==> src/urse_pkg.sv <==
// Purpose: Shared constants and types for the RXCMD status encoder
// Assumes: 20 MHz system clock, classic Wishbone register access
// Notes: Offsets are byte addresses of 32-bit registers
package urse_pkg;
    localparam logic [7:0] ADDR_CONTROL = 8'h00;
    localparam logic [7:0] ADDR_IRQ_EN = 8'h04;
    localparam logic [7:0] ADDR_STATUS = 8'h08;
    localparam logic [7:0] ADDR_LAST_RXCMD = 8'h0C;
    // Control register field positions
    localparam int CTL_XCVR_LO = 0;
    localparam int CTL_TERM = 2;
    localparam int CTL_OPMODE_LO = 3;
    localparam int CTL_DP_PD = 5;
    localparam int CTL_DM_PD = 6;
    localparam int CTL_USE_EXT = 7;
    localparam int CTL_INVERT = 8;
    localparam int CTL_PASSTHRU = 9;
    // Interrupt enable field positions
    localparam int IEN_VBUS_RISE_LO = 0;
    localparam int IEN_VBUS_FALL_LO = 3;
    localparam int IEN_HDIS_RISE = 6;
    localparam int IEN_HDIS_FALL = 7;
    localparam logic [31:0] CONTROL_RESET = 32'h0000_0009;
    localparam logic [31:0] IRQ_EN_RESET = 32'h0000_0000;
    localparam logic [1:0] XCVR_HS = 2'h0;
    localparam logic [1:0] XCVR_LS = 2'h2;
    localparam logic [1:0] OPMODE_CHIRP = 2'h2;
    localparam logic [1:0] LS_SE0 = 2'h0;
    localparam logic [1:0] LS_J = 2'h1;
    localparam logic [1:0] LS_K = 2'h2;
    localparam logic [1:0] LS_SE1 = 2'h3;
    localparam logic [1:0] EV_IDLE = 2'h0;
    localparam logic [1:0] EV_ACTIVE = 2'h1;
    localparam logic [1:0] EV_ERROR = 2'h3;
    localparam logic [1:0] EV_DISCON = 2'h2;

    typedef struct packed {
        logic alt_int;
        logic id;
        logic [1:0] rx_event;
        logic [1:0] vbus_state;
        logic [1:0] line_state;
    } urse_rxcmd_t;

    typedef struct packed {
        logic dp;
        logic dm;
        logic squelch;
        logic hs_diff;
        logic session_end_flag;
        logic session_valid_flag;
        logic vbus_valid_flag;
        logic fault;
        logic id;
        logic rx_active;
        logic rx_error;
        logic host_disconnect;
    } urse_pins_t;
endpackage

==> src/urse_sync.sv <==
// Purpose: Three-stage synchroniser with agreement filter
// Assumes: Inputs asynchronous to clk_i
// Notes: Output changes only when stages two and three agree
module urse_sync #(
    parameter int WIDTH = 12
) (
    input wire logic clk_i,
    input wire logic reset_i,
    input wire logic [WIDTH-1:0] async_i,
    output logic [WIDTH-1:0] sync_o
);
    logic [WIDTH-1:0] stage1;
    logic [WIDTH-1:0] stage2;
    logic [WIDTH-1:0] stage3;

    always_ff @(posedge clk_i) begin
        if (reset_i) begin
            stage1 <= '0;
            stage2 <= '0;
            stage3 <= '0;
        end else begin
            stage1 <= async_i;
            stage2 <= stage1;
            stage3 <= stage2;
        end
    end

    genvar g;
    generate
        for (g = 0; g < WIDTH; g++) begin : gen_bit
            always_ff @(posedge clk_i) begin
                if (reset_i) begin
                    sync_o[g] <= 1'b0;
                end else if (stage2[g] == stage3[g]) begin
                    sync_o[g] <= stage3[g];
                end
            end
        end
    endgenerate
endmodule

==> src/urse_encoder.sv <==
// Purpose: Encode line, VBUS and receive status into RXCMD bytes
// Assumes: Pins asynchronous; registers over classic Wishbone
// Notes: One RXCMD is driven with dir for one cycle per unmasked change
// Contract
// - Any DP/DM line change outside the HS transceiver setting sends an RXCMD with new line state.
// - Peripheral full-speed: 00 SE0, 01 J, 10 K, 11 SE1.
// - Peripheral high-speed: squelch 00, else 01; chirp splits by HS receiver.
// - Host low-speed: 01 K, 10 J; host full-speed uses J=01, K=10.
// - Host high-speed squelch encoding; chirp opmode splits by HS receiver.
// - VBUS state: 00 below end, 01, 10 session valid, 11 VBUS valid.
// - Session end and valid come straight from comparators.
// - VBUS state change sends RXCMD when matching edge enable set.
// - Passthrough, with external use also set, puts fault (after invert) into VBUS valid indication.
// - Receive event: 00 idle, 01 active, 11 error, 10 disconnect.
// - SYNC shows receive active by dir+nxt or RXCMD.
// - Receive active stays indicated through whole packet.
// - Receive error drops nxt and sends error RXCMD.
// - Host disconnect valid only as host with both pulldowns.
// - Disconnect edge enables gate RXCMD on each disconnect change.
// - RXCMD byte on data with dir: line, vbus, event, id, alt.
// - External fault change sends RXCMD through VBUS valid indication.
module urse_encoder (
    input wire logic clk_i,
    input wire logic reset_i,
    input wire logic [7:0] wb_adr_i,
    input wire logic [31:0] wb_dat_i,
    input wire logic [3:0] wb_sel_i,
    input wire logic wb_we_i,
    input wire logic wb_cyc_i,
    input wire logic wb_stb_i,
    output logic [31:0] wb_dat_o,
    output logic wb_ack_o,
    input wire logic line_clk_i,
    input wire urse_pkg::urse_pins_t pins_i,
    output logic dir_o,
    output logic nxt_o,
    output logic [7:0] data_o,
    output logic data_oe_o,
    output logic line_clk_seen_o
);
    urse_pkg::urse_pins_t pins;
    logic line_clk_s;
    logic line_clk_d;
    logic [31:0] control;
    logic [31:0] irq_en;
    logic [31:0] rxcmd_count;
    urse_pkg::urse_rxcmd_t current;
    urse_pkg::urse_rxcmd_t reported;
    urse_pkg::urse_rxcmd_t next_reported;
    logic send;
    logic fault_level;
    logic vbus_valid_ind;
    logic host_mode;
    logic wb_hit;

    urse_sync #(
        .WIDTH(13)
    ) u_sync (
        .clk_i(clk_i),
        .reset_i(reset_i),
        .async_i({line_clk_i, pins_i}),
        .sync_o({line_clk_s, pins})
    );

    // Field decode used by the line state encoder
    function automatic logic [1:0] field2(input logic [31:0] r, input int lo);
        field2 = r[lo +: 2];
    endfunction

    // Line state, combining role and mode
    function automatic logic [1:0] line_code(input logic [31:0] c, input logic hm,
                                             input urse_pkg::urse_pins_t p);
        logic [1:0] xcvr;
        logic [1:0] fs;
        xcvr = field2(c, urse_pkg::CTL_XCVR_LO);
        fs = {p.dm, p.dp} == 2'h0 ? urse_pkg::LS_SE0 :
             {p.dm, p.dp} == 2'h3 ? urse_pkg::LS_SE1 :
             p.dp ? urse_pkg::LS_J : urse_pkg::LS_K;
        if (xcvr == urse_pkg::XCVR_HS) begin
            if (p.squelch) begin
                line_code = 2'h0;
            end else if ((hm && field2(c, urse_pkg::CTL_OPMODE_LO) == urse_pkg::OPMODE_CHIRP) ||
                         (!hm && c[urse_pkg::CTL_TERM])) begin
                line_code = p.hs_diff ? 2'h1 : 2'h2;
            end else begin
                line_code = 2'h1;
            end
        end else if (hm && xcvr == urse_pkg::XCVR_LS) begin
            // Low-speed K drives DP high, so 01 is K
            line_code = {p.dm, p.dp};
        end else begin
            line_code = fs;
        end
    endfunction

    assign host_mode = control[urse_pkg::CTL_DP_PD] & control[urse_pkg::CTL_DM_PD];
    assign fault_level = pins.fault ^ control[urse_pkg::CTL_INVERT];
    assign vbus_valid_ind = !control[urse_pkg::CTL_USE_EXT] ? pins.vbus_valid_flag :
                            control[urse_pkg::CTL_PASSTHRU] ? fault_level :
                            (fault_level & pins.vbus_valid_flag);

    always_comb begin
        current.alt_int = 1'b0;
        current.id = pins.id;
        current.line_state = line_code(control, host_mode, pins);
        if (vbus_valid_ind) begin
            current.vbus_state = 2'h3;
        end else if (pins.session_valid_flag) begin
            current.vbus_state = 2'h2;
        end else if (pins.session_end_flag) begin
            current.vbus_state = 2'h0;
        end else begin
            current.vbus_state = 2'h1;
        end
        if (host_mode && pins.host_disconnect) begin
            current.rx_event = urse_pkg::EV_DISCON;
        end else if (pins.rx_active && pins.rx_error) begin
            current.rx_event = urse_pkg::EV_ERROR;
        end else if (pins.rx_active) begin
            current.rx_event = urse_pkg::EV_ACTIVE;
        end else begin
            current.rx_event = urse_pkg::EV_IDLE;
        end
    end

    // Gating: masked VBUS or disconnect edges are absorbed silently
    always_comb begin
        logic [1:0] vr;
        logic [1:0] vf;
        logic up;
        logic dis_now;
        logic dis_was;
        vr = irq_en[urse_pkg::IEN_VBUS_RISE_LO +: 2];
        vf = irq_en[urse_pkg::IEN_VBUS_FALL_LO +: 2];
        up = current.vbus_state > reported.vbus_state;
        dis_now = current.rx_event == urse_pkg::EV_DISCON;
        dis_was = reported.rx_event == urse_pkg::EV_DISCON;
        next_reported = current;
        send = current != reported;
        // VBUS change needs its edge enable
        if (current.vbus_state != reported.vbus_state) begin
            if (!(up ? vr[current.vbus_state[1]] : vf[reported.vbus_state[1]])) begin
                send = (current.line_state != reported.line_state) || (current.id != reported.id) ||
                       (current.rx_event != reported.rx_event);
            end
        end
        // Disconnect change needs its edge enable
        if (dis_now != dis_was && !(dis_now ? irq_en[urse_pkg::IEN_HDIS_RISE]
                                              : irq_en[urse_pkg::IEN_HDIS_FALL])) begin
            send = (current.line_state != reported.line_state) || (current.id != reported.id) ||
                   (current.vbus_state != reported.vbus_state && send);
        end
    end

    always_ff @(posedge clk_i) begin
        if (reset_i) begin
            reported <= '0;
            dir_o <= 1'b0;
            data_o <= 8'h00;
            data_oe_o <= 1'b0;
            rxcmd_count <= 32'h0000_0000;
        end else begin
            reported <= next_reported;
            dir_o <= send || pins.rx_active;
            data_o <= send ? next_reported : 8'h00;
            data_oe_o <= send || pins.rx_active;
            if (send) begin
                rxcmd_count <= rxcmd_count + 32'h0000_0001;
            end
        end
    end

    // nxt with dir while active, dropped on error
    always_ff @(posedge clk_i) begin
        if (reset_i) begin
            nxt_o <= 1'b0;
        end else begin
            nxt_o <= pins.rx_active && !pins.rx_error && !send;
        end
    end

    // Link clock edge seen flag
    always_ff @(posedge clk_i) begin
        if (reset_i) begin
            line_clk_d <= 1'b0;
            line_clk_seen_o <= 1'b0;
        end else begin
            line_clk_d <= line_clk_s;
            line_clk_seen_o <= line_clk_s & ~line_clk_d;
        end
    end

    assign wb_hit = wb_cyc_i && wb_stb_i && !wb_ack_o;

    always_ff @(posedge clk_i) begin
        if (reset_i) begin
            control <= urse_pkg::CONTROL_RESET;
            irq_en <= urse_pkg::IRQ_EN_RESET;
        end else if (wb_hit && wb_we_i) begin
            for (int b = 0; b < 4; b++) begin
                if (wb_sel_i[b] && wb_adr_i == urse_pkg::ADDR_CONTROL) begin
                    control[b*8 +: 8] <= wb_dat_i[b*8 +: 8];
                end
                if (wb_sel_i[b] && wb_adr_i == urse_pkg::ADDR_IRQ_EN) begin
                    irq_en[b*8 +: 8] <= wb_dat_i[b*8 +: 8];
                end
            end
        end
    end

    always_ff @(posedge clk_i) begin
        if (reset_i) begin
            wb_ack_o <= 1'b0;
            wb_dat_o <= 32'h0000_0000;
        end else begin
            wb_ack_o <= wb_hit;
            unique case (wb_adr_i)
                urse_pkg::ADDR_CONTROL: wb_dat_o <= {22'h0, control[9:0]};
                urse_pkg::ADDR_IRQ_EN: wb_dat_o <= {24'h0, irq_en[7:0]};
                urse_pkg::ADDR_STATUS: wb_dat_o <= {24'h0, current};
                urse_pkg::ADDR_LAST_RXCMD: wb_dat_o <= rxcmd_count;
                default: wb_dat_o <= 32'h0000_0000;
            endcase
        end
    end
endmodule

==> config.mk <==
export PLATFORM = sky130hd
export DESIGN_NAME = urse_encoder
export DESIGN_NICKNAME = d
export VERILOG_FILES = /design/src/urse_pkg.sv /design/src/urse_sync.sv /design/src/urse_encoder.sv
export SDC_FILE = /design/constraint.sdc
export NUM_CORES = 1
export LEC_CHECK = 0
export BUFFER_PORTS_ARGS = -buffer_cell sky130_fd_sc_hd__buf_2
export CORE_MARGIN = 4
export CORE_UTILIZATION = 62
export CTS_BUF_LIST = sky130_fd_sc_hd__clkbuf_8
export CTS_CLUSTER_DIAMETER = 120
export DETAILED_ROUTE_END_ITERATION = 16
export GPL_TIMING_DRIVEN = 0
export PLACE_DENSITY = 0.88
export SLEW_MARGIN = 0
export SYNTH_ARGS = -nofsm -noshare
export SYNTH_HDL_FRONTEND = slang
export SYNTH_SLANG_ARGS = --single-unit
export TNS_END_PERCENT = 50
==> constraint.sdc <==
create_clock -name clk_i -period 7.6 [get_ports clk_i]
set_input_delay 0.38 -clock clk_i [delete_from_list [all_inputs] [get_ports clk_i]]
set_output_delay 0.38 -clock clk_i [all_outputs]
set_load 0.01 [all_outputs]
Word level (Yosys, flattened, before mapping)
Cells that the tools add are included.
{"block": "word_totals", "regBits": 155, "input_bits": 62, "out_inout_bits": 45, "elab_cells": 128}
{"block": "classes", "addsub": 1, "magnitude_cmp": 3, "eq_ne": 27, "n_mux": 26, "bitwise_logic": 6, "reduce_logical": 32}
{"cell": "one-hot mux 32 bit (4 select lines)", "n": 1}
{"cell": "adder 32 x 1 -> 32 bit (second input constant)", "n": 1}
{"cell": "2-to-1 mux 2 bit", "n": 12}
{"cell": "equality test 8 x 4 -> 1 bit (second input constant)", "n": 2}
{"cell": "logical AND 1 bit", "n": 15}
{"cell": "equality test 1 bit", "n": 13}
{"cell": "2-to-1 mux 1 bit", "n": 13}
{"cell": "equality test 2 bit (second input constant)", "n": 5}
{"cell": "equality test 8 x 3 -> 1 bit (second input constant)", "n": 1}
{"cell": "zero test 8 bit", "n": 1}
{"cell": "inequality test 7 x 8 -> 1 bit", "n": 1}
{"cell": "inequality test 2 bit", "n": 3}
{"cell": "AND reduction 2 bit", "n": 3}
{"cell": "zero test 1 bit", "n": 5}
{"cell": "logical OR 1 bit", "n": 5}
{"cell": "zero test 2 bit", "n": 2}
{"cell": "< comparator 1 x 2 -> 1 bit (second input constant)", "n": 2}
{"cell": "bitwise AND 1 bit", "n": 3}
{"cell": "greater-than comparator 2 bit", "n": 1}
{"cell": "inequality test 1 bit", "n": 2}
{"cell": "NOT 1 bit", "n": 2}
{"cell": "OR reduction 2 bit", "n": 1}
{"cell": "XOR 1 bit", "n": 1}

Logic depth before layout (Yosys ltp)
Gate-level depths: netlist of run 1.
{"block": "logic_depth", "ltp_word": 17, "depth_mapped": 13, "mapped_depth_nobuf": 11}

Modules after synthesis
A second synthesis of run 1 with hierarchy kept.
{"block": "hier_totals", "hier_cells": 603, "area_unflattened_um2": 5730.5}
{"module": "urse_encoder", "instances": 1, "cells_each": 468, "area_per_inst_um2": 4210.3, "seq_area_each_um2": 2021.9}
{"module": "urse_sync", "instances": 1, "cells_each": 135, "area_per_inst_um2": 1520.2, "seq_area_each_um2": 1041.0}

Least setup slack after synthesis of run 1
Ideal clock, no wire load.
{"block": "synth_timing", "path_kind": "register to register", "from": "reg control[7]", "to": "reg rxcmd_count[3]", "arrival_ns": 2.655, "t_required_ns": 7.472, "slack_ns": 4.817, "stages_incl_launch_ff": 14, "path_buffers": 2, "path_cell_list": "dfxtp_1 -> a21o_1 -> o22ai_1 -> inv_1 -> ha_1 -> inv_1 -> a31o_2 -> a211oi_2 -> o2111ai_4 -> o31ai_4 -> buf_2 -> buf_4 -> xor2_1 -> nor2_1"}
{"item": "from (decl)", "line_no": "urse_encoder.sv:44", "text": "logic [31:0] control;"}
{"item": "from (signal assigned)", "line_no": "urse_encoder.sv:197", "text": "control <= urse_pkg::CONTROL_RESET;"}
{"item": "from (signal, indexed assignment)", "line_no": "urse_encoder.sv:202", "text": "control[b*8 +: 8] <= wb_dat_i[b*8 +: 8];"}
{"item": "to (signal assigned)", "line_no": "urse_encoder.sv:168", "text": "rxcmd_count <= rxcmd_count + 32'h0000_0001;"}
{"item": "to (decl)", "line_no": "urse_encoder.sv:46", "text": "logic [31:0] rxcmd_count;"}

==> results of run 1 <==
[power breakdown]
part           total [mW]  leakage, nW  switching, mW  internal [mW]
Combinational      0.0467         1.14         0.0288         0.0179
Clock               0.605        0.208          0.352          0.252
Sequential          0.814         1.24        0.00381          0.810
[critical path: cells and delay by family (launching register included)]
family | cells | cell delay [ns]
AO/OA/AOI/OAI | 5 | 1.58
XOR/XNOR | 2 | 0.32
adder cells (fa/ha/maj) | 1 | 0.30
buffers and inverters | 4 | 0.76
flip-flops | 1 | 0.45
AND/OR/NAND/NOR | 1 | 0.05
[cell type report]
cell class	instances	area (sq um)	area share, %
plain buffers	35	157.7	2.327
clock buffers	17	234.0	3.454
clock inverters	15	181.4	2.678
inverters	10	37.54	0.5541
multi-input cells	413	2566	37.88
flip-flops and latches	153	3063	45.22
well taps	111	138.9	2.050
repair buffers	79	395.4	5.837
[registers in the layout, indices dropped and copies added, names as in the netlist]
name             count
wb_dat_o            32
u_sync.stage2       13
u_sync.stage1       13
data_oe_o            1
wb_ack_o             1
reported             7
rxcmd_count         32
control             10
line_clk_d           1
nxt_o                1
u_sync.sync_o       13
data_o               7
u_sync.stage3       13
line_clk_seen_o      1
irq_en               8
[cells by family after synthesis]
family / after synthesis
compound gates: 123
mux: 27
simple gates: 253
xor+xnor: 7
fa+ha+maj: 2
flops: 153
buf+inv: 45
other cells: 1
[metal layers]
metal	global-route usage [%]	wire length [um]
met5	0	0
met4	13.03	465
met3	7.103	1040
met2	45.46	7074
met1	28.84	5279
[path summary, 6_finish.rpt]
kind                    from                 to  slack, ns
setup / recovery  control[8]     rxcmd_count[3]       4.00
hold / removal    line_clk_i  u_sync.stage1[12]       0.14
setup reg to reg  control[8]     rxcmd_count[3]       4.00
hold reg to reg   line_clk_d    line_clk_seen_o       0.39
[metrics by stage]
stage / hold slack, ns / power, mW
after global placement: 0.3733 / 0.8766
after detailed placement: 0.3750 / 0.8789
after global routing: 0.1207 / 1.518
after floorplan: 0.3674 / 0.8576
after CTS: 0.1223 / 1.471
final: 0.1354 / 1.466
[cells in the mapped netlist (all sizes together), types with 13 or more instances]
cell	n	area share, %
o21ai	24	2.1
nor2b	50	5.4
nor2	52	3.4
nand3	16	1.4
nor3	14	1.5
dfxtp	153	53
clkbuf	22	1.4
buf	13	1.3
and2	23	2.5
nand2	35	2.3
or4	21	2.7
o31ai	21	2.9
mux2i	25	4.3
a21oi	52	4.7
==> results, run 1 <==
- VDD sags by at most ~0.20 mV.
- The number of iterations in the first detailed-routing pass is 5.
- The count of vias placed by the detailed router is about 4.9k.
- The detail route stage leaves a number of antenna-violating nets equal to 0.
- After detailed placement, the total cell area comes to about 6400 sq um.
- By area, the combinational part of the netlist is dominated by simple AND/OR/NAND/NOR gates.
- The die outline area is around 11000 sq um.
- The number of gates resized after CTS was 0.
- The die is ~100 um tall.
- The post-layout worst setup margin is between 4 and 5 ns.
- In this run the worst path has a maximum fanout of 10.
- The ratio of routed vias to standard cells is 5.868.
- The count of H-tree levels built during CTS is 4.
- The power per standard cell area is roughly 220 nW/um^2.
- The floorplan has 35 rows.
- The run finished with clean final reports.
- The leakage component of the power is approximately 2.6 nW.
- The post-CTS setup repair buffer count is 0.
- After synthesis, the share of cell area in mux cells is under 10%.
- The synthesized area per cell is 9.532 sq um.
- The post-cts hold buffer count is 0.
- TritonCTS built the clock tree.
- The actual transition at the worst max-transition pin is around 0.74 ns.
- The clock edge transition at the registers on the reported setup and hold paths is around 0.10 ns.
- Synthesis inferred around 150 register bits.
- The final worst clock skew is slightly below 0.01 ns.
- The number of antenna violations at the first check in global routing was 0.
- The share of layout cells above drive strength 1 is between 10% and 20%.
- The wire length of the first global-routing pass is approximately 23000 um.
- The critical path data required time is just under 8 ns.
- Fill cells in the final layout number 662.
- The HPWL after detailed placement is approximately 10000 um.
- The startpoint kind of the worst setup timing path is a flip-flop.
- The hold violation total from the final report was 0.
- The post-synthesis net count is about 680.
- The post-synthesis cell area is a little under 6000 sq um.
- The final design area excluding fillers is 6774 sq um.
- After detailed routing, the average wire length per cell comes to ~17 um.
- The maximum number of pins on one net before global-route repair is 19.
- The largest single stage delay on the critical path is ~0.49 ns.
- The share of synthesized cell area in and, or, nand and nor gates is between 20% and 30%.
- The count of final max-slew check failures is 0.
- The number of flops mapped to enable cells by yosys is 0.
- Leaving out fill and tap cells, the most frequent cells in the layout are 153 x dfxtp_1, 85 x buf_2, 51 x nor2_1, 51 x a21oi_1, 50 x nor2b_1.
- The effective utilization at floorplan is between 60% and 70%.
- Counting cells, the worst reg-to-reg path comes to 13.
- The synthesized-area fraction occupied by ao, oa, aoi and oai cells is between 10 and 15%.
- The min-delay analysis places its worst path in the category input port to flip-flop.
- The number of top-level design ports is 107.
- The placeable core region is slightly above 9000 sq um.
- The worst slack after detailed placement is 4.138 ns.
- The most common cell after layout, fill and taps aside is dfxtp_1.
- Counting every instance in the synthesized netlist gives 611.
- Traced cell by cell, the critical path runs through xor2_1 > o22ai_1 > inv_1 > ha_1 > inv_1 > a31o_2 > a211oi_2 > o2111ai_4 > o31ai_4 > buf_2 > buf_4 > xor2_1 > nor2_1.
- The distinct cell type count of the synthesized netlist is 57.
- After the first detailed-routing iteration, the DRC count stood at 340.
- The core occupancy in the finished layout is between 70 and 80%.
- Summed over all layers, the global routing overflow is 0.
- The total global-route track usage is about a quarter.
- The remaining routing DRC violations is 0.
- The weighted congestion at the end of routability-driven global placement is 0.9149.
- No sink is reached through more buffers than the 2 on the longest clock path.
- The setup total negative slack is 0 ns.
- Based on the critical path, the design can be clocked at up to approximately 280 MHz.
- The number of antenna diodes is 0.
- In the synthesized netlist the dominant register cell turns out to be dfxtp_1.
- Setup repair after global routing left no endpoint under its margin.
- The number of setup violations in the final report is 0.
- The setup path with the least slack is of type flip-flop to flip-flop.
- Max-cap violations in this run came to 0.
- Buffers placed on the I/O ports in this run total 79.
- The die is about 100 um wide.
- The largest individual stage delay along the critical path comes from the cell o22ai_1.
- In this run, CTS created clock tree buffers numbering 17.
- The number of nets in the finished design is just under 800.
- Sequential elements use between 50 and 60% of the synthesized area.
- Of the total synthesized cell area, the portion taken by XOR and XNOR cells is 1.053%.
- The clock root buffer master is clkbuf_8.
- The clock latency reported for the late side of the worst-skew pair is ~0.44 ns.
- The Yosys step of the flow raised 0 warnings.
- The worst hold path passes through 2 cells.
- The worst relative slew slack is 50.52%.
- The smallest clock period supported by the final layout is computed as about 3.6 ns.
- Counting every sink on the clock net gives 153.
- STA classifies the critical path endpoint as a flip-flop.
- After detailed routing, the total wire length is ~14000 um.
- At the worst endpoint, the arrival time is around 3.9 ns.
- The number of placed instances, taps included is about 800.
- After synthesis, the share of flip-flops with an asynchronous set or reset is 0%.
- The area growth from synthesis to layout is 16.31%.
- The ratio of final minimum period to clock period is about 47%.
- Excluding fillers, the count of instances in the completed layout stands at about 830.
- The adder and majority gate portion of the synthesized area is less than 1%.
- The number of global-route vias before repair is between 4k and 5k.
Power figures use the tool's default switching activity.
==> run 2: changes to the inputs <==
--- a/config.mk
+++ b/config.mk
@@ -5,14 +5,15 @@
 export SDC_FILE = /design/constraint.sdc
 export NUM_CORES = 1
 export LEC_CHECK = 0
+export ABC_AREA = 1
 export BUFFER_PORTS_ARGS = -buffer_cell sky130_fd_sc_hd__buf_2
 export CORE_MARGIN = 4
-export CORE_UTILIZATION = 62
+export CORE_UTILIZATION = 53
 export CTS_BUF_LIST = sky130_fd_sc_hd__clkbuf_8
 export CTS_CLUSTER_DIAMETER = 120
 export DETAILED_ROUTE_END_ITERATION = 16
 export GPL_TIMING_DRIVEN = 0
-export PLACE_DENSITY = 0.88
+export PLACE_DENSITY = 0.79
 export SLEW_MARGIN = 0
 export SYNTH_ARGS = -nofsm -noshare
 export SYNTH_HDL_FRONTEND = slang
==> constraint.sdc (replaced) <==
create_clock -name clk_i -period 3.15 [get_ports clk_i]
set_input_delay 0.1575 -clock clk_i [delete_from_list [all_inputs] [get_ports clk_i]]
set_output_delay 0.1575 -clock clk_i [all_outputs]
set_load 0.01 [all_outputs]
==> results, run 2 <==
- The data arrival time at the worst-slack endpoint came to 2.55 ns (was 3.92 ns).
- The number of antenna diodes came to 0 (unchanged).
- The quantity of I/O buffers inserted on ports is 80 (was 79).
- The clock tree from TritonCTS is done (unchanged).
- The most used flip-flop cell after synthesis is dfxtp_1 (unchanged).
- The max-cap violation count is 0 (unchanged).
- The slack of the worst reg-to-reg path came to 0.96 ns (was 4.00 ns).
- The number of top-level design ports is 107 (unchanged).
- The startpoint kind of the worst setup timing path is a flip-flop (unchanged).
- The cell count after synthesis is 871 (was 611).
- The hold violation total from the final report was 0 (unchanged).
- The count of synthesis-stage warnings from yosys is 0 (unchanged).
- The total global-route track usage is 23.84% (was 25.97%).
- The HPWL after detailed placement is 11720 um (was 9799 um).
- The actual transition at the worst max-transition pin is 0.6397 ns (was 0.7406 ns).
- The weighted congestion at the end of routability-driven global placement is 0.9301 (was 0.9149).
- The minimum clock period after layout is 2.193 ns (was 3.600 ns).
- The number of global-route vias before repair was 5777 (was 4960).
- The final worst clock skew is 0.01557 ns (was 0.009780 ns).
- Largest registers: rxcmd_count: 32 flops, wb_dat_o: 32 flops (unchanged).
- The critical path data required time is 3.50 ns (was 7.92 ns).
- The remaining routing DRC violations came to 0 (unchanged).
- The clock root buffer master was clkbuf_8 (unchanged).
- The detail-routed net length per standard cell is 13.86 um (was 16.64 um).
- The remaining antenna violation count after routing is 0 (unchanged).
- The highest ir drop seen on vdd is 0.3143 mV (was 0.1975 mV).
- The depth of the worst register-to-register path is 15 (was 13).
- Status: completed (unchanged).
- The overall routed net length is 15960 um (was 13860 um).
- The category of the worst setup path capture point is a flip-flop (unchanged).
- The total number of placement rows is 40 (was 35).
- The number of synthesized register bits is 153 (unchanged).
- The leakage component of the power was 3.366 nW (was 2.583 nW).
- The number of setup violations in the final report was 0 (unchanged).
- Cell types with the highest counts after synthesis: 153 x dfxtp_1, 143 x inv_1, 132 x nor2_1, 129 x nand2_1, 61 x a21oi_1 (was 153 x dfxtp_1, 51 x a21oi_1, 51 x nor2_1, 50 x nor2b_1, 35 x nand2_1).
- The number of flops mapped to enable cells by yosys is 0 (unchanged).
- The placeable core region came to 12010 sq um (was 9196 sq um).
- The clock edge transition at the registers on the reported setup and hold paths is 0.09 ns (was 0.10 ns).
- The share of the synthesized area in the top cell type is 46.98% (was 52.59%).
- Cells taking the most area after synthesis: dfxtp_1 47%, inv_1 8.2%, nor2_1 7.6%, nand2_1 7.4%, a21oi_1 4.7% (was dfxtp_1 53%, nor2b_1 5.4%, a21oi_1 4.4%, mux2i_1 4.3%, nor2_1 3.3%).
- The worst min-delay path category was input port to flip-flop (unchanged).
- The count of final max-slew check failures is 0 (unchanged).
- The type of the worst setup path is flip-flop to flip-flop (unchanged).
- The instance count along the most critical hold path is 5 (was 2).
- The initial detailed-routing violation count was 494 (was 340).
- The power per standard cell area is 457.1 nW/um^2 (was 216.3 nW/um^2).
- The setup total negative slack came to 0 ns (unchanged).
- The number of non-filler instances in the completed layout is 1152 (was 833).
- The worst relative slew slack came to 57.35% (was 50.52%).
- The synthesized area per cell is 7.486 sq um (was 9.532 sq um).
- RSZ-0062 raised after global routing: no (unchanged).
- The count of vias placed by the detailed router is 5944 (was 4888).
- The total congestion overflow came to 0 (unchanged).
- The count of H-tree levels built during CTS is 4 (unchanged).
- The library cell with the highest instance count after synthesis is dfxtp_1 (unchanged).
- The effective utilization at floorplan is 54.28% (was 63.33%).
- The post-synthesis net count was 935 (was 675).
- The ratio of routed vias to standard cells came to 5.160 (was 5.868).
- The share of layout cells above drive strength 1 is 15.12% (was 18.70%).
- Commonest non-fill, non-tap cells in the layout: 153 x dfxtp_1, 144 x inv_1, 132 x nor2_1, 129 x nand2_1, 82 x buf_2 (was 153 x dfxtp_1, 85 x buf_2, 51 x nor2_1, 51 x a21oi_1, 50 x nor2b_1).
- The largest fanout of any net on the critical path came to 7 (was 10).
- The die outline area is 14140 sq um (was 11010 sq um).
- The part of the Yosys area used for sequential elements was 46.98% (was 52.59%).
- The number of sinks on the clock net is 153 (unchanged).
- The distinct cell type count of the synthesized netlist is 37 (was 57).
- The number of buffers on the longest clock path was 2 (unchanged).
- The number of antenna violations at the first check in global routing is 0 (unchanged).
- The dominant cell type by area after synthesis is dfxtp_1 (unchanged).
- The wire length of the first global-routing pass is 27130 um (was 23000 um).
- The post-synthesis cell area was 6520 sq um (was 5824 sq um).
- The number of placed instances, taps included came to 1098 (was 801).
- The number of buffers created by CTS is 17 (unchanged).
- The most common cell after layout, fill and taps aside was dfxtp_1 (unchanged).
- The maximum number of pins on one net before global-route repair was 17 (was 19).
- The power after layout is 3.528 mW (was 1.466 mW).
- The peak clock frequency supported by timing came to 456.1 MHz (was 277.8 MHz).
- The synthesis-to-finish area growth is 18.36% (was 16.31%).
- The number of nets in the finished design came to 1059 (was 773).
- The y dimension of the die is 118.9 um (was 104.9 um).
- The clock latency reported for the late side of the worst-skew pair was 0.47 ns (was 0.44 ns).
- The ratio of final minimum period to clock period was 69.61% (was 47.37%).
- The width of the die is 118.9 um (was 104.9 um).
- The number of iterations in the first detailed-routing pass is 5 (unchanged).
- The share of synthesized flip-flops with an asynchronous set or reset came to 0% (unchanged).
-- run 2: cell types whose count changed after synthesis, sizes merged, moves of 25 or more --
cell    before  now
nor2b       50    0
o21bai       0   30
nand2       35  137
inv         10  147
mux2i       25    0
nand3       16   62
nor2        52  137
-- run 2: per-layer routing --
layer,global-route usage [%],share of wire (%),vias to the layer above
li1,-,-,2983
met1,29.77,43,2726
met2,39.89,49,203
met3,5.983,6.2,32
met4,8.762,2.2,0
met5,0,0,-
-- run 2: repair_timing --
item / CTS / global route
resized for setup: 0 / 0
hold endpoints to repair: 31 / 0
buffers inserted: 0 / 0
endpoints found under the setup margin: 0 / 0
hold buffers: 25 / 0
-- run 2: cell type report --
| class | count | area [sq um] |
|---|---|---|
| plain buffers | 34 | 212.7 |
| clock buffers | 17 | 234.0 |
| clock inverters | 12 | 128.9 |
| fillers | 1045 | 4294 |
| inverters | 147 | 551.8 |
| multi-input cells | 537 | 2693 |
| flip-flops and latches | 153 | 3063 |
| well taps | 147 | 183.9 |
| repair buffers | 105 | 650.6 |
-- run 2: stage by stage --
stage	hold slack, ns	setup WS (ns)	area, sq um	util (%)
3_3_place_gp	0.3581	0.9950	7104	59.15
3_5_place_dp	0.3632	0.9764	7104	59.15
2_1_floorplan	0.2645	1.365	6520	-
6_report	0.1051	0.9574	7717	64.25
4_1_cts	0.07831	0.9565	7717	64.25
5_1_grt	0.1266	0.7399	7717	64.25
-- run 2: cells by family after synthesis --
group	synth area share [%]
simple gates	25.04
buf+inv	11.73
flops	46.98
compound gates	12.86
xor+xnor	2.955
fa+ha+maj	0.3837
other cells	0.05752
-- run 2: final timing paths --
| kind | startpoint | to |
|---|---|---|
| worst max-delay path | control[8] | data_o[6] |
| worst min-delay path | wb_sel_i[1] | control[8] |
| worst max register to register | control[8] | data_o[6] |
| worst min register to register | line_clk_d | line_clk_seen_o |
-- run 2: critical path: stages, from the launching register on --
cell	delay [ns]
dfxtp_1	0.41
inv_2	0.05
nand2_1	0.05
nand3_1	0.07
nand2_1	0.12
nand2_2	0.12
ha_1	0.31
nand2_1	0.08
nand2_1	0.06
nand2_1	0.11
nand2_1	0.10
nand2_2	0.11
nor2_4	0.18
inv_1	0.11
nand2_4	0.11
nor2_1	0.07
-- run 2: report_power, final --
part / total (mW) / switching [mW] / leakage (nW) / internal (mW)
registers: 1.97 / 0.00980 / 1.24 / 1.96
logic: 0.148 / 0.0859 / 1.94 / 0.0623
clock network: 1.41 / 0.726 / 0.185 / 0.688
